## src/common/ncp_pkg.sv

```systemverilog
// Purpose: constants and carriers of the configuration packet decoder
// Assumes: payload words are little-endian, byte 0 of a packet is its id
// Notes: every packet is checked for exact length before it acts
package ncp_pkg;
  localparam logic [7:0] ID_CAL_CMD = 8'hBE;
  localparam logic [7:0] ID_CAL_STAT = 8'hBF;
  localparam logic [7:0] ID_ODO = 8'hC0;
  localparam logic [7:0] ID_ALIGN = 8'hC1;
  localparam logic [7:0] ID_OFFS = 8'hC2;
  localparam logic [5:0] LEN_CAL_CMD = 6'h01;
  localparam logic [5:0] LEN_ODO = 6'h08;
  localparam logic [5:0] LEN_ALIGN = 6'h05;
  localparam logic [5:0] LEN_OLD_ALIGN = 6'h01;
  localparam logic [5:0] LEN_OFFS = 6'h31;
  localparam logic [5:0] MAX_LEN = 6'h31;
  localparam int PERSIST_POS = 0;
  localparam int ODO_AUTO_POS = 1;
  localparam int ODO_LEN_POS = 4;
  localparam int KEY_POS = 1;
  localparam int OFF_FIRST = 1;
  localparam int OFF_LAST = 45;
  localparam int N_OFFS = 12;
  localparam logic [31:0] ALIGN_KEY = 32'h9A4E8055;
  localparam logic [7:0] ACT_CANCEL = 8'h00;
  localparam logic [7:0] ACT_2D = 8'h02;
  localparam logic [7:0] ACT_3D = 8'h03;
  localparam logic [7:0] ACT_DEFAULT = 8'h04;
  localparam logic [7:0] ST_NONE = 8'h00;
  localparam logic [7:0] ST_DONE2D = 8'h01;
  localparam logic [7:0] ST_DONE3D = 8'h02;
  localparam logic [7:0] ST_CUSTOM = 8'h03;
  localparam logic [7:0] ST_RUN2D = 8'h05;
  localparam logic [7:0] ST_RUN3D = 8'h06;
  localparam logic [7:0] ST_ERR_ROLL = 8'h07;
  localparam logic [7:0] ST_ERR_PITCH = 8'h08;
  localparam logic [7:0] ST_ERR_RANGE = 8'h09;
  localparam logic [7:0] ST_ERR_TIMEOUT = 8'h0A;
  localparam logic [7:0] ST_ERR_SYS = 8'h0B;
  localparam logic [7:0] ST_ERR_INTF = 8'h0C;
  localparam logic [7:0] A_IRQ_STAT = 8'h00;
  localparam logic [7:0] A_IRQ_MASK = 8'h04;
  localparam logic [7:0] A_CAL = 8'h08;
  localparam logic [7:0] A_ODO_CTL = 8'h0C;
  localparam logic [7:0] A_ODO_LEN = 8'h10;
  localparam int N_IRQ = 4;
  localparam logic [3:0] RST_MASK = 4'h0;
  typedef enum logic {PS_IDLE, PS_BODY} ncp_ps_t;
  typedef struct packed {
    logic sop;
    logic valid;
    logic last;
    logic [7:0] data;
  } ncp_pkt_t;
  typedef struct packed {
    logic psel;
    logic penable;
    logic pwrite;
    logic [7:0] paddr;
    logic [31:0] pwdata;
  } ncp_apb_req_t;
  typedef struct packed {
    logic cancel;
    logic start2d;
    logic start3d;
    logic defaults;
  } ncp_cal_cmd_t;
  typedef struct packed {
    logic done;
    logic fail;
    logic custom;
    logic [7:0] fail_code;
    logic [7:0] progress;
    logic [7:0] error;
  } ncp_cal_evt_t;
  typedef struct packed {
    logic [7:0] id;
    logic [7:0] code;
    logic [7:0] progress;
    logic [7:0] error;
  } ncp_cal_rpt_t;
  typedef struct packed {
    logic valid;
    logic [7:0] id;
  } ncp_save_t;
  typedef struct packed {
    logic [31:0] x;
    logic [31:0] y;
    logic [31:0] z;
  } ncp_xyz_t;
endpackage

```

## src/design/ncp_decoder.sv

```systemverilog
// Purpose: decode configuration packets, hold settings, report status
// Assumes: apb zero wait; packet bytes arrive one per valid cycle
// Notes: ids outside this group pass silently without an event
//
// Decided for this implementation: the APB interface to the registers and the address map.
`timescale 1ns/10ps
module ncp_decoder (
  // clock and reset
  input wire logic ref_clk_in,
  input wire logic rst_in,
  // apb slave
  input wire ncp_pkg::ncp_apb_req_t apb_in,
  output logic [31:0] prdata_out,
  output logic pready_out,
  output logic pslverr_out,
  // packet stream
  input wire ncp_pkg::ncp_pkt_t pkt_in,
  // calibration engine
  input wire ncp_pkg::ncp_cal_evt_t cal_evt_in,
  output ncp_pkg::ncp_cal_cmd_t cal_cmd_out,
  output ncp_pkg::ncp_cal_rpt_t cal_rpt_out,
  // odometer
  output logic odo_auto_out,
  output logic [31:0] odo_len_out,
  // alignment and offsets
  output logic align_out,
  output ncp_pkg::ncp_xyz_t prim_off_out,
  output ncp_pkg::ncp_xyz_t [2:0] heave_off_out,
  // persistence and interrupt
  output ncp_pkg::ncp_save_t save_out,
  output logic irq_out
);

  ncp_pkg::ncp_ps_t ps_q;
  logic [7:0] id_q;
  logic [5:0] len_q;
  logic ovf_q;
  logic done_q;
  logic [48:0][7:0] buf_q;
  logic [11:0][31:0] off_q;
  logic ok_len, key_ok, act_ok, known, accept, reject, persist;
  logic cmd_go, running;
  logic [7:0] cal_code_q, cal_code_d, prog_q, err_q;
  ncp_pkg::ncp_cal_cmd_t cmd_q;
  ncp_pkg::ncp_save_t save_q;
  logic odo_auto_q, align_q;
  logic [31:0] odo_len_q;
  logic [3:0] stat_q, mask_q, ev;
  logic [31:0] prdata_q;
  logic slverr_q;
  logic setup, acc;

  // parser: byte with sop is the id, payload bytes follow
  always_ff @(posedge ref_clk_in)
  begin
    if (rst_in)
    begin
      ps_q <= ncp_pkg::PS_IDLE;
      id_q <= 8'h00;
      len_q <= 6'h00;
      ovf_q <= 1'b0;
    end
    else if (pkt_in.valid)
    begin
      if (pkt_in.sop)
      begin
        id_q <= pkt_in.data;
        len_q <= 6'h00;
        ovf_q <= 1'b0;
        ps_q <= pkt_in.last ? ncp_pkg::PS_IDLE : ncp_pkg::PS_BODY;
      end
      else if (ps_q == ncp_pkg::PS_BODY)
      begin
        // overlong packets saturate rather than wrap the buffer
        if (len_q == ncp_pkg::MAX_LEN)
          ovf_q <= 1'b1;
        else
          len_q <= len_q + 6'h01;
        if (pkt_in.last)
          ps_q <= ncp_pkg::PS_IDLE;
      end
    end
  end

  always_ff @(posedge ref_clk_in)
  begin
    if (rst_in)
      done_q <= 1'b0;
    else
      done_q <= pkt_in.valid && pkt_in.last &&
                (pkt_in.sop || ps_q == ncp_pkg::PS_BODY);
  end

  always_ff @(posedge ref_clk_in)
  begin
    if (rst_in)
      buf_q <= '0;
    else if (pkt_in.valid && !pkt_in.sop &&
             ps_q == ncp_pkg::PS_BODY && len_q != ncp_pkg::MAX_LEN)
      buf_q[len_q] <= pkt_in.data;
  end

  // decode one cycle after the last byte
  always_comb
  begin
    case (id_q)
      ncp_pkg::ID_CAL_CMD: ok_len = len_q == ncp_pkg::LEN_CAL_CMD;
      ncp_pkg::ID_ODO: ok_len = len_q == ncp_pkg::LEN_ODO;
      ncp_pkg::ID_ALIGN: ok_len = len_q == ncp_pkg::LEN_ALIGN;
      ncp_pkg::ID_OFFS: ok_len = len_q == ncp_pkg::LEN_OFFS;
      default: ok_len = 1'b0;
    endcase
  end

  assign known = id_q inside {ncp_pkg::ID_CAL_CMD, ncp_pkg::ID_ODO,
                              ncp_pkg::ID_ALIGN, ncp_pkg::ID_OFFS};
  assign key_ok = buf_q[ncp_pkg::KEY_POS +: 4] == ncp_pkg::ALIGN_KEY;
  assign act_ok = buf_q[0] inside {ncp_pkg::ACT_CANCEL, ncp_pkg::ACT_2D,
                                   ncp_pkg::ACT_3D, ncp_pkg::ACT_DEFAULT};
  assign accept = done_q && ok_len && !ovf_q &&
                  (id_q != ncp_pkg::ID_ALIGN || key_ok) &&
                  (id_q != ncp_pkg::ID_CAL_CMD || act_ok);
  assign reject = done_q && known && !accept;
  assign persist = buf_q[ncp_pkg::PERSIST_POS] != 8'h00;
  assign cmd_go = accept && id_q == ncp_pkg::ID_CAL_CMD;
  assign running = cal_code_q == ncp_pkg::ST_RUN2D ||
                   cal_code_q == ncp_pkg::ST_RUN3D;

  // calibration status; a host command outranks an engine event
  always_comb
  begin
    cal_code_d = cal_code_q;
    if (cmd_go)
    begin
      case (buf_q[0])
        ncp_pkg::ACT_2D: cal_code_d = ncp_pkg::ST_RUN2D;
        ncp_pkg::ACT_3D: cal_code_d = ncp_pkg::ST_RUN3D;
        ncp_pkg::ACT_DEFAULT: cal_code_d = ncp_pkg::ST_NONE;
        default:
          if (running)
            cal_code_d = ncp_pkg::ST_NONE;
      endcase
    end
    else if (cal_evt_in.custom)
      cal_code_d = ncp_pkg::ST_CUSTOM;
    else if (running && cal_evt_in.done)
      cal_code_d = (cal_code_q == ncp_pkg::ST_RUN2D) ?
                   ncp_pkg::ST_DONE2D : ncp_pkg::ST_DONE3D;
    else if (running && cal_evt_in.fail)
      cal_code_d = cal_evt_in.fail_code;
  end

  always_ff @(posedge ref_clk_in)
  begin
    if (rst_in)
    begin
      cal_code_q <= ncp_pkg::ST_NONE;
      prog_q <= 8'h00;
      err_q <= 8'h00;
      cmd_q <= '0;
    end
    else
    begin
      cal_code_q <= cal_code_d;
      prog_q <= cal_evt_in.progress;
      err_q <= cal_evt_in.error;
      cmd_q.cancel <= cmd_go && buf_q[0] == ncp_pkg::ACT_CANCEL;
      cmd_q.start2d <= cmd_go && buf_q[0] == ncp_pkg::ACT_2D;
      cmd_q.start3d <= cmd_go && buf_q[0] == ncp_pkg::ACT_3D;
      cmd_q.defaults <= cmd_go && buf_q[0] == ncp_pkg::ACT_DEFAULT;
    end
  end

  // odometer, alignment and persistence
  always_ff @(posedge ref_clk_in)
  begin
    if (rst_in)
    begin
      odo_auto_q <= 1'b0;
      odo_len_q <= 32'h00000000;
      align_q <= 1'b0;
      save_q <= '0;
    end
    else
    begin
      if (accept && id_q == ncp_pkg::ID_ODO)
      begin
        odo_auto_q <= buf_q[ncp_pkg::ODO_AUTO_POS] != 8'h00;
        odo_len_q <= buf_q[ncp_pkg::ODO_LEN_POS +: 4];
      end
      align_q <= accept && id_q == ncp_pkg::ID_ALIGN;
      // non-persistent settings simply live until the next reset
      save_q.valid <= accept && persist &&
                      id_q != ncp_pkg::ID_CAL_CMD;
      save_q.id <= id_q;
    end
  end

  genvar i;
  generate
    for (i = 0; i < ncp_pkg::N_OFFS; i++)
    begin : g_off
      always_ff @(posedge ref_clk_in)
      begin
        if (rst_in)
          off_q[i] <= 32'h00000000;
        else if (accept && id_q == ncp_pkg::ID_OFFS)
          off_q[i] <= buf_q[ncp_pkg::OFF_FIRST + 4 * i +: 4];
      end
    end
  endgenerate

  assign prim_off_out = {off_q[0], off_q[1], off_q[2]};
  assign heave_off_out = {off_q[9], off_q[10], off_q[11], off_q[6], off_q[7],
                          off_q[8], off_q[3], off_q[4], off_q[5]};
  assign cal_cmd_out = cmd_q;
  assign cal_rpt_out = {ncp_pkg::ID_CAL_STAT, cal_code_q, prog_q, err_q};
  assign odo_auto_out = odo_auto_q;
  assign odo_len_out = odo_len_q;
  assign align_out = align_q;
  assign save_out = save_q;

  // interrupts: sticky status, set wins over write-one-to-clear
  assign ev = {cal_code_d != cal_code_q, accept && id_q == ncp_pkg::ID_ALIGN,
               reject, accept};
  assign setup = apb_in.psel && !apb_in.penable;
  assign acc = apb_in.psel && apb_in.penable;

  always_ff @(posedge ref_clk_in)
  begin
    if (rst_in)
    begin
      stat_q <= 4'h0;
      mask_q <= ncp_pkg::RST_MASK;
    end
    else
    begin
      if (acc && apb_in.pwrite && apb_in.paddr == ncp_pkg::A_IRQ_STAT)
        stat_q <= (stat_q & ~apb_in.pwdata[3:0]) | ev;
      else
        stat_q <= stat_q | ev;
      if (acc && apb_in.pwrite && apb_in.paddr == ncp_pkg::A_IRQ_MASK)
        mask_q <= apb_in.pwdata[3:0];
    end
  end

  assign irq_out = |(stat_q & mask_q);

  // read data is captured in setup so that it comes from a flop
  always_ff @(posedge ref_clk_in)
  begin
    if (rst_in)
    begin
      prdata_q <= 32'h00000000;
      slverr_q <= 1'b0;
    end
    else if (setup)
    begin
      slverr_q <= 1'b0;
      case (apb_in.paddr)
        ncp_pkg::A_IRQ_STAT: prdata_q <= {28'h0000000, stat_q};
        ncp_pkg::A_IRQ_MASK: prdata_q <= {28'h0000000, mask_q};
        ncp_pkg::A_CAL: prdata_q <= {8'h00, err_q, prog_q, cal_code_q};
        ncp_pkg::A_ODO_CTL: prdata_q <= {31'h00000000, odo_auto_q};
        ncp_pkg::A_ODO_LEN: prdata_q <= odo_len_q;
        default:
        begin
          prdata_q <= 32'h00000000;
          slverr_q <= 1'b1;
        end
      endcase
    end
  end

  assign prdata_out = prdata_q;
  assign pslverr_out = slverr_q && acc;
  assign pready_out = 1'b1;
endmodule

```

## config.mk

```make
export PLATFORM = sky130hd
export DESIGN_NAME = ncp_decoder
export DESIGN_NICKNAME = d
export VERILOG_FILES = /design/src/common/ncp_pkg.sv /design/src/design/ncp_decoder.sv
export SDC_FILE = /design/constraint.sdc
export NUM_CORES = 2
export LEC_CHECK = 0
export BUFFER_PORTS_ARGS = -buffer_cell sky130_fd_sc_hd__clkbuf_2
export CORE_MARGIN = 1.5
export CORE_UTILIZATION = 56
export DETAILED_ROUTE_END_ITERATION = 10
export GPL_ROUTABILITY_DRIVEN = 0
export HOLD_SLACK_MARGIN = 0.15
export MAX_ROUTING_LAYER = met4
export PLACE_DENSITY = 0.8
export SLEW_MARGIN = 20
export SYNTH_ARGS = -nofsm -noshare
export SYNTH_HDL_FRONTEND = slang
export SYNTH_SLANG_ARGS = --single-unit
```

## constraint.sdc

```tcl
create_clock -name ref_clk_in -period 2.9 [get_ports ref_clk_in]
set_input_delay 0.145 -clock ref_clk_in [delete_from_list [all_inputs] [get_ports ref_clk_in]]
set_output_delay 0.145 -clock ref_clk_in [all_outputs]
set_load 0.05 [all_outputs]
```

**Word-level counts from Yosys, hierarchy flattened**

Index checks and enable logic that the tools add are counted.

- Add/subtract/negate cells: 1
- $mul: 0
- Div/mod/pow operators: 0
- Order comparisons: 2
- Equality and inequality tests: 23
- Shift-type cells: 0
- Multiplexer cells: 23
- Bitwise logic cells: 5
- Reductions and logical operators: 51

Operators with widths:

| cell | number |
|---|---|
| bitwise mux 392 bit | 1 |
| one-hot mux 32 bit (5 select lines) | 1 |
| demux 8 bit (select 6 bit) | 1 |
| 2-to-1 mux 8 bit | 6 |
| equality test 32 bit, second input constant | 1 |
| equality test 8 x 3 -> 1 bit, second input constant | 4 |
| equality test 8 bit, second input constant | 4 |
| logical AND 1 bit | 30 |
| one-hot mux 8 bit (3 select lines) | 1 |
| 2-to-1 mux 6 bit | 3 |
| equality test 8 x 2 -> 1 bit, second input constant | 2 |
| equality test 8 x 4 -> 1 bit, second input constant | 2 |
| logical NOT 8 bit | 2 |
| != test 8 bit, second input constant | 2 |
| nonzero test 8 bit | 2 |
| AND 4 bit | 2 |
| equality test 8 x 5 -> 1 bit, second input constant | 1 |
| != test 8 bit | 1 |
| OR 4 bit | 2 |
| nonzero test 4 bit | 2 |
| less-than comparator 6 x 7 -> 1 bit, second input constant | 1 |
| 2-to-1 mux 1 bit | 7 |
| adder 6 x 1 -> 6 bit, second input constant | 1 |
| equality test 6 x 1 -> 1 bit, second input constant | 1 |
| other kinds (17) | 25 |

- Register bits: 905
- Bits in latches: 0
- RAM bits: 0
- Bits in read-only memories: 0
- Output and inout bits: 498
- Word-level logic and storage cells: 187
- Memories: 0

**Logic depth before layout (Yosys ltp)**

- Word-level depth: 11
- Mapped depth: 12
- Gate-level depth less buffers: 9

**Least setup slack after synthesis**

Ideal clock, no wire load.

- Path kind: reg2reg
- From: reg len_q[1]
- To: reg buf_q[336] (netlist name)
- Setup time: 0.128 ns
- Data arrival time: 2.466 ns
- Data required time: 2.772 ns
- Setup slack: 0.307 ns
- Stages on the path, launching flop included: 12
- Clock period less this slack: 2.593 ns
- Path through: dfxtp_1 > buf_2 > clkinv_1 > ha_1 > nand4_1 > nand3_1 > nand4bb_1 > clkbuf_1 > clkbuf_1 > nor2_2 > mux2i_1 > nor2_1

- Cells in the longest elaborated chain, start to end: 5
- Elaborated cells on any way between the ends: 8

Ends and longest elaborated chain:

| element | RTL line | text |
|---|---|---|
| start, declared | ncp_decoder.sv:36 | `logic [5:0] len_q;` |
| start signal, assigned | ncp_decoder.sv:78 | `len_q <= len_q + 6'h01;` |
| less-than comparator 6 x 7 -> 1 bit (not written as such) / >= comparator 6 x 1 -> 1 bit (equally long branches) | ncp_decoder.sv:100 | `buf_q[len_q] <= pkt_in.data;` |
| logical AND 1 bit (not written as such) | ncp_decoder.sv:100 |  |
| 2-to-1 mux 8 bit (not written as such) | ncp_decoder.sv:100 |  |
| demux 8 bit (select 6 bit) | ncp_decoder.sv:100 |  |
| bitwise mux 392 bit | ncp_decoder.sv:100 |  |
| end signal, assigned by index | ncp_decoder.sv:100 |  |
| end, declared | ncp_decoder.sv:39 | `logic [48:0][7:0] buf_q;` |

Several ways; a longest one is shown, not always the timed one.
A chain may end at the register's enable or synchronous reset.

**Worst setup path after layout**

- From: reg id_q[3]
- To: reg off_q, in the netlist heave_off_out[2]

- Cells in the longest elaborated chain, start to end: 7
- Elaborated cells on any way between the ends: 14

Ends and longest elaborated chain:

| element | RTL line | text |
|---|---|---|
| start, declared | ncp_decoder.sv:35 | `logic [7:0] id_q;` |
| start signal, assigned | ncp_decoder.sv:67 | `id_q <= pkt_in.data;` |
| equality test 8 bit (on tied branches) | ncp_decoder.sv:106, ncp_decoder.sv:207 |  |
| one-hot mux 1 bit (4 select lines) | ncp_decoder.sv:106 | `case (id_q)` |
| logical AND 1 bit (3 in series) | ncp_decoder.sv:120 | `assign accept = done_q && ok_len && !ovf_q &&` |
| logical AND 1 bit | ncp_decoder.sv:121 | `(id_q != ncp_pkg::ID_ALIGN \|\| key_ok) &&` |
| logical AND 1 bit * | ncp_decoder.sv:207 | `else if (accept && id_q == ncp_pkg::ID_OFFS)` |
| end signal, assigned by index | ncp_decoder.sv:208 | `off_q[i] <= buf_q[ncp_pkg::OFF_FIRST + 4 * i +: 4];` |
| end, declared | ncp_decoder.sv:40 | `logic [11:0][31:0] off_q;` |

Every way passes the cells marked *; elsewhere a longest branch is shown, timed or not.

==> impl_metrics.yaml <==
cts:
  path_clk_slew_ns: 0.06
  cts_tree: "yes"
  clk_latency_ns: 0.65
  cts_buffer_depth: 3
  cts_sinks: 905
  cts_inserted_buffers: 87
  root_buffer: "clkbuf_16"
  h-tree-depth: 3
pwr:
  vdd_drop_max_v: 0.0005155
  leakage_nw: 14.80
  power_density_mw_per_mm2: 618.7
min_path:
  min_from: "apb_in[33]"
  worstHoldPathType: "input port to register"
  hold_depth: 6
  worstHoldEndpoint: "prdata_out[3]$_SDFFE_PP0P_"
routing:
  vias: 29880
  ant_nets: 0
  routedWlPerCell_um: 18.98
  via_per_inst: 5.641
  drc: 0
  drtPass1Iterations: 5
  drt_wl_total_um: 100500
  drt_iter0_markers: 2508
layout:
  fillers: 4468
  multiInputGateArea_mm2: 0.01339
  final_common_cell: "nand2_1"
  layout-drive-gt1-share: 0.1868
  final_util: 0.6929
  final_cell_mix: "nand2_1 (1164), dfxtp_1 (905), a21oi_1 (692)"
  area_growth_pct: 21.93
  regArea_mm2: 0.01812
  finalNetCount: 4542
timing:
  min_period_ns: 2.737
  max_slew_margin: 0.3543
  finalCritPeriodShare: 0.9439
  rsz0062_at_grt: "false"
  worst-slew-pin-transition_ns: 0.9686
  drv_slew: 0
  setup_viol: 0
  hold_viol: 0
  finalSetupTns_ns: 0
  finClkSkew_ns: 0.02078
  fmax_mhz: 365.3
global_routing:
  grt-ovfl-total: 0
  grt_pass1_wl_um: 151800
  grt_max_degree: 123
  grt_pass1_vias: 27510
  grt_usage: 0.3290
  antenna_found_initial: 3
setup_path:
  end_kind: "register"
  r2r-end: "heave_off_out[2]$_SDFFE_PP0P_"
  r2r-start: "id_q[3]$_SDFFE_PP0P_"
  cp_max_fo: 14
  reg2regPathDepth: 10
  crit_required_ns: 3.45
  worst-setup-path-type: "register to register"
  start_kind: "register"
  arrival_ns: 3.29
  rrSetupSlack_ns: 0.16
synth:
  synthArstFlopShare: 0
  synth_edf_count: 0
  ys.flop_type: "dfxtp_1"
  synth_area_mm2: 0.03285
  synthTopCellsByArea: "dfxtp_1 (55%), nand2_1 (13%), a21oi_1 (11%), mux2i_1 (5.2%), nand3_1 (3.4%)"
  ys_seq_elements: 905
  postSynthAreaPerCell_um2: 8.283
  yosysTopAreaCell: "dfxtp_1"
  ys.warnings.count: 0
  yosysUniqueCellTypes: 58
  ys_seq_area_frac: 0.5515
  synth_cells: 3966
  synthDominantCellAreaShare: 0.5515
die:
  dieArea_mm2: 0.06012
  die_h_um: 245.2
  core_area_mm2: 0.05781
  io-pin-count: 581
  row_count: 88
  die_w_um: 245.2
  initial_core_util: 0.5683
placed_design:
  io_buffers: 543
  dp_hpwl_um: 63720
run:
  maxCapViolCount: 0
outcome:
  status: "finished, final reports clean"
[power by group]
part           internal (W)  switching [W]  leakage [nW]
combinational      0.000186       0.000573          6.06
sequential           0.0125      0.0000298          7.29
clock               0.00662        0.00492          1.44
total                0.0193        0.00552          14.8
[cell usage after synthesis (4+ instances only)]
master,count
a211oi_1,6
a21oi_1,693
a22oi_1,38
a31oi_1,5
and3_1,4
buf_1,9
buf_2,60
buf_4,37
clkbuf_1,218
dfxtp_1,905
inv_1,11
mux2i_1,171
nand2_1,1165
nand2b_1,8
nand3_1,223
nand3b_1,6
nand4_1,11
nor2_1,224
nor2_2,8
nor2b_1,32
nor3_1,21
nor3_2,6
nor3b_1,5
nor4_1,5
o21ai_0,29
o22ai_1,6
xor2_1,4
[kinds of logic after synthesis]
family                     after synthesis  share of synthesized area
and+or+nand+nor                       1744                     0.2206
DFF                                    905                     0.5515
AOI/OAI and AO/OA                      798                     0.1276
buffers and inverters                  336                    0.04491
muxes                                  173                    0.05279
xor gates and xnor gates                 6                   0.001600
adders and majority gates                2                  0.0007616
other                                    2                  0.0002286
[repair_timing]
action,4_1_cts,5_1_grt
gates resized for setup,0,8
endpoints found under the hold margin,139,0
setup buffers,0,3
hold buffers,57,0
endpoints found under the setup margin,0,126
[critical path, cell delays in order, from the launching register on]
cell and delay (ns):
dfxtp_1 0.35, nor4b_4 0.34, nand4b_1 0.23, mux2i_2 0.26, o211a_1 0.23, o21ai_1 0.10
nor3_4 0.32, clkbuf_16 0.28, buf_4 0.23, nand2_1 0.08, a21oi_1 0.19
[sequential cells by signal, summed over array words and instances, names as in the netlist, 8 cells and up]
register / flops
buf_q: 392
prog_q: 8
prim_off_out: 96
save_out: 9
id_q: 8
prdata_out: 32
odo_len_out: 32
err_q: 8
cal_code_q: 8
heave_off_out: 288
[final cells by class]
class | count | share of cell area
diodes | 3 | 0.0001874
clock buffers | 119 | 0.06138
clock inverters | 42 | 0.01168
inverters | 12 | 0.001125
multi-input cells | 2732 | 0.3344
flip-flops and latches | 905 | 0.4523
well taps | 765 | 0.02390
repair buffers | 719 | 0.1150
[through the flow]
| stage | instances | instance area [um2] | hold WS [ns] | setup slack [ns] | total power (W) |
|---|---|---|---|---|---|
| 5_1_grt | 5297 | 40050 | 0.1797 | 0.005880 | 0.02541 |
| 3_5_place_dp | 5071 | 36460 | 0.3590 | 0.09653 | 0.01344 |
| 2_1_floorplan | 3973 | 32880 | 0.2441 | 0.3068 | 0.01320 |
| 3_3_place_gp | 5071 | 36460 | 0.3547 | 0.1986 | 0.01344 |
| 6_report | 5297 | 40050 | 0.1872 | 0.1626 | 0.02478 |
| 4_1_cts | 5289 | 39960 | 0.1595 | 0.03419 | 0.02481 |
[worst max path at each step]
| stage | from | depth (start not counted) | slack, ns | end |
|---|---|---|---|---|
| 3_3_place_gp | id_q[3]$_SDFFE_PP0P_ | 10 | 0.20 | heave_off_out[77]$_SDFFE_PP0P_ |
| 6_report | id_q[3]$_SDFFE_PP0P_ | 10 | 0.16 | heave_off_out[2]$_SDFFE_PP0P_ |
| 2_1_floorplan | len_q[1]$_SDFFE_PP0P_ | 11 | 0.31 | buf_q[336]$_SDFFE_PP0P_ |
| 5_1_grt | id_q[1]$_SDFFE_PP0P_ | 9 | 0.006 | cal_code_q[1]$_SDFF_PP0_ |
| 4_1_cts | id_q[3]$_SDFFE_PP0P_ | 10 | 0.03 | heave_off_out[2]$_SDFFE_PP0P_ |
| 3_5_place_dp | id_q[3]$_SDFFE_PP0P_ | 10 | 0.1 | heave_off_out[76]$_SDFFE_PP0P_ |
[metal layers]
layer,part of all wire,wire length (um),up-vias,global-route usage
met5,0,0,-,-
met3,0.076,7685,316,0.05062
met1,0.40,40070,14120,0.4059
met4,0.049,4947,0,0.1612
li1,-,-,14120,-
met2,0.48,47840,1323,0.5266
Power figures use the tool's default switching activity.
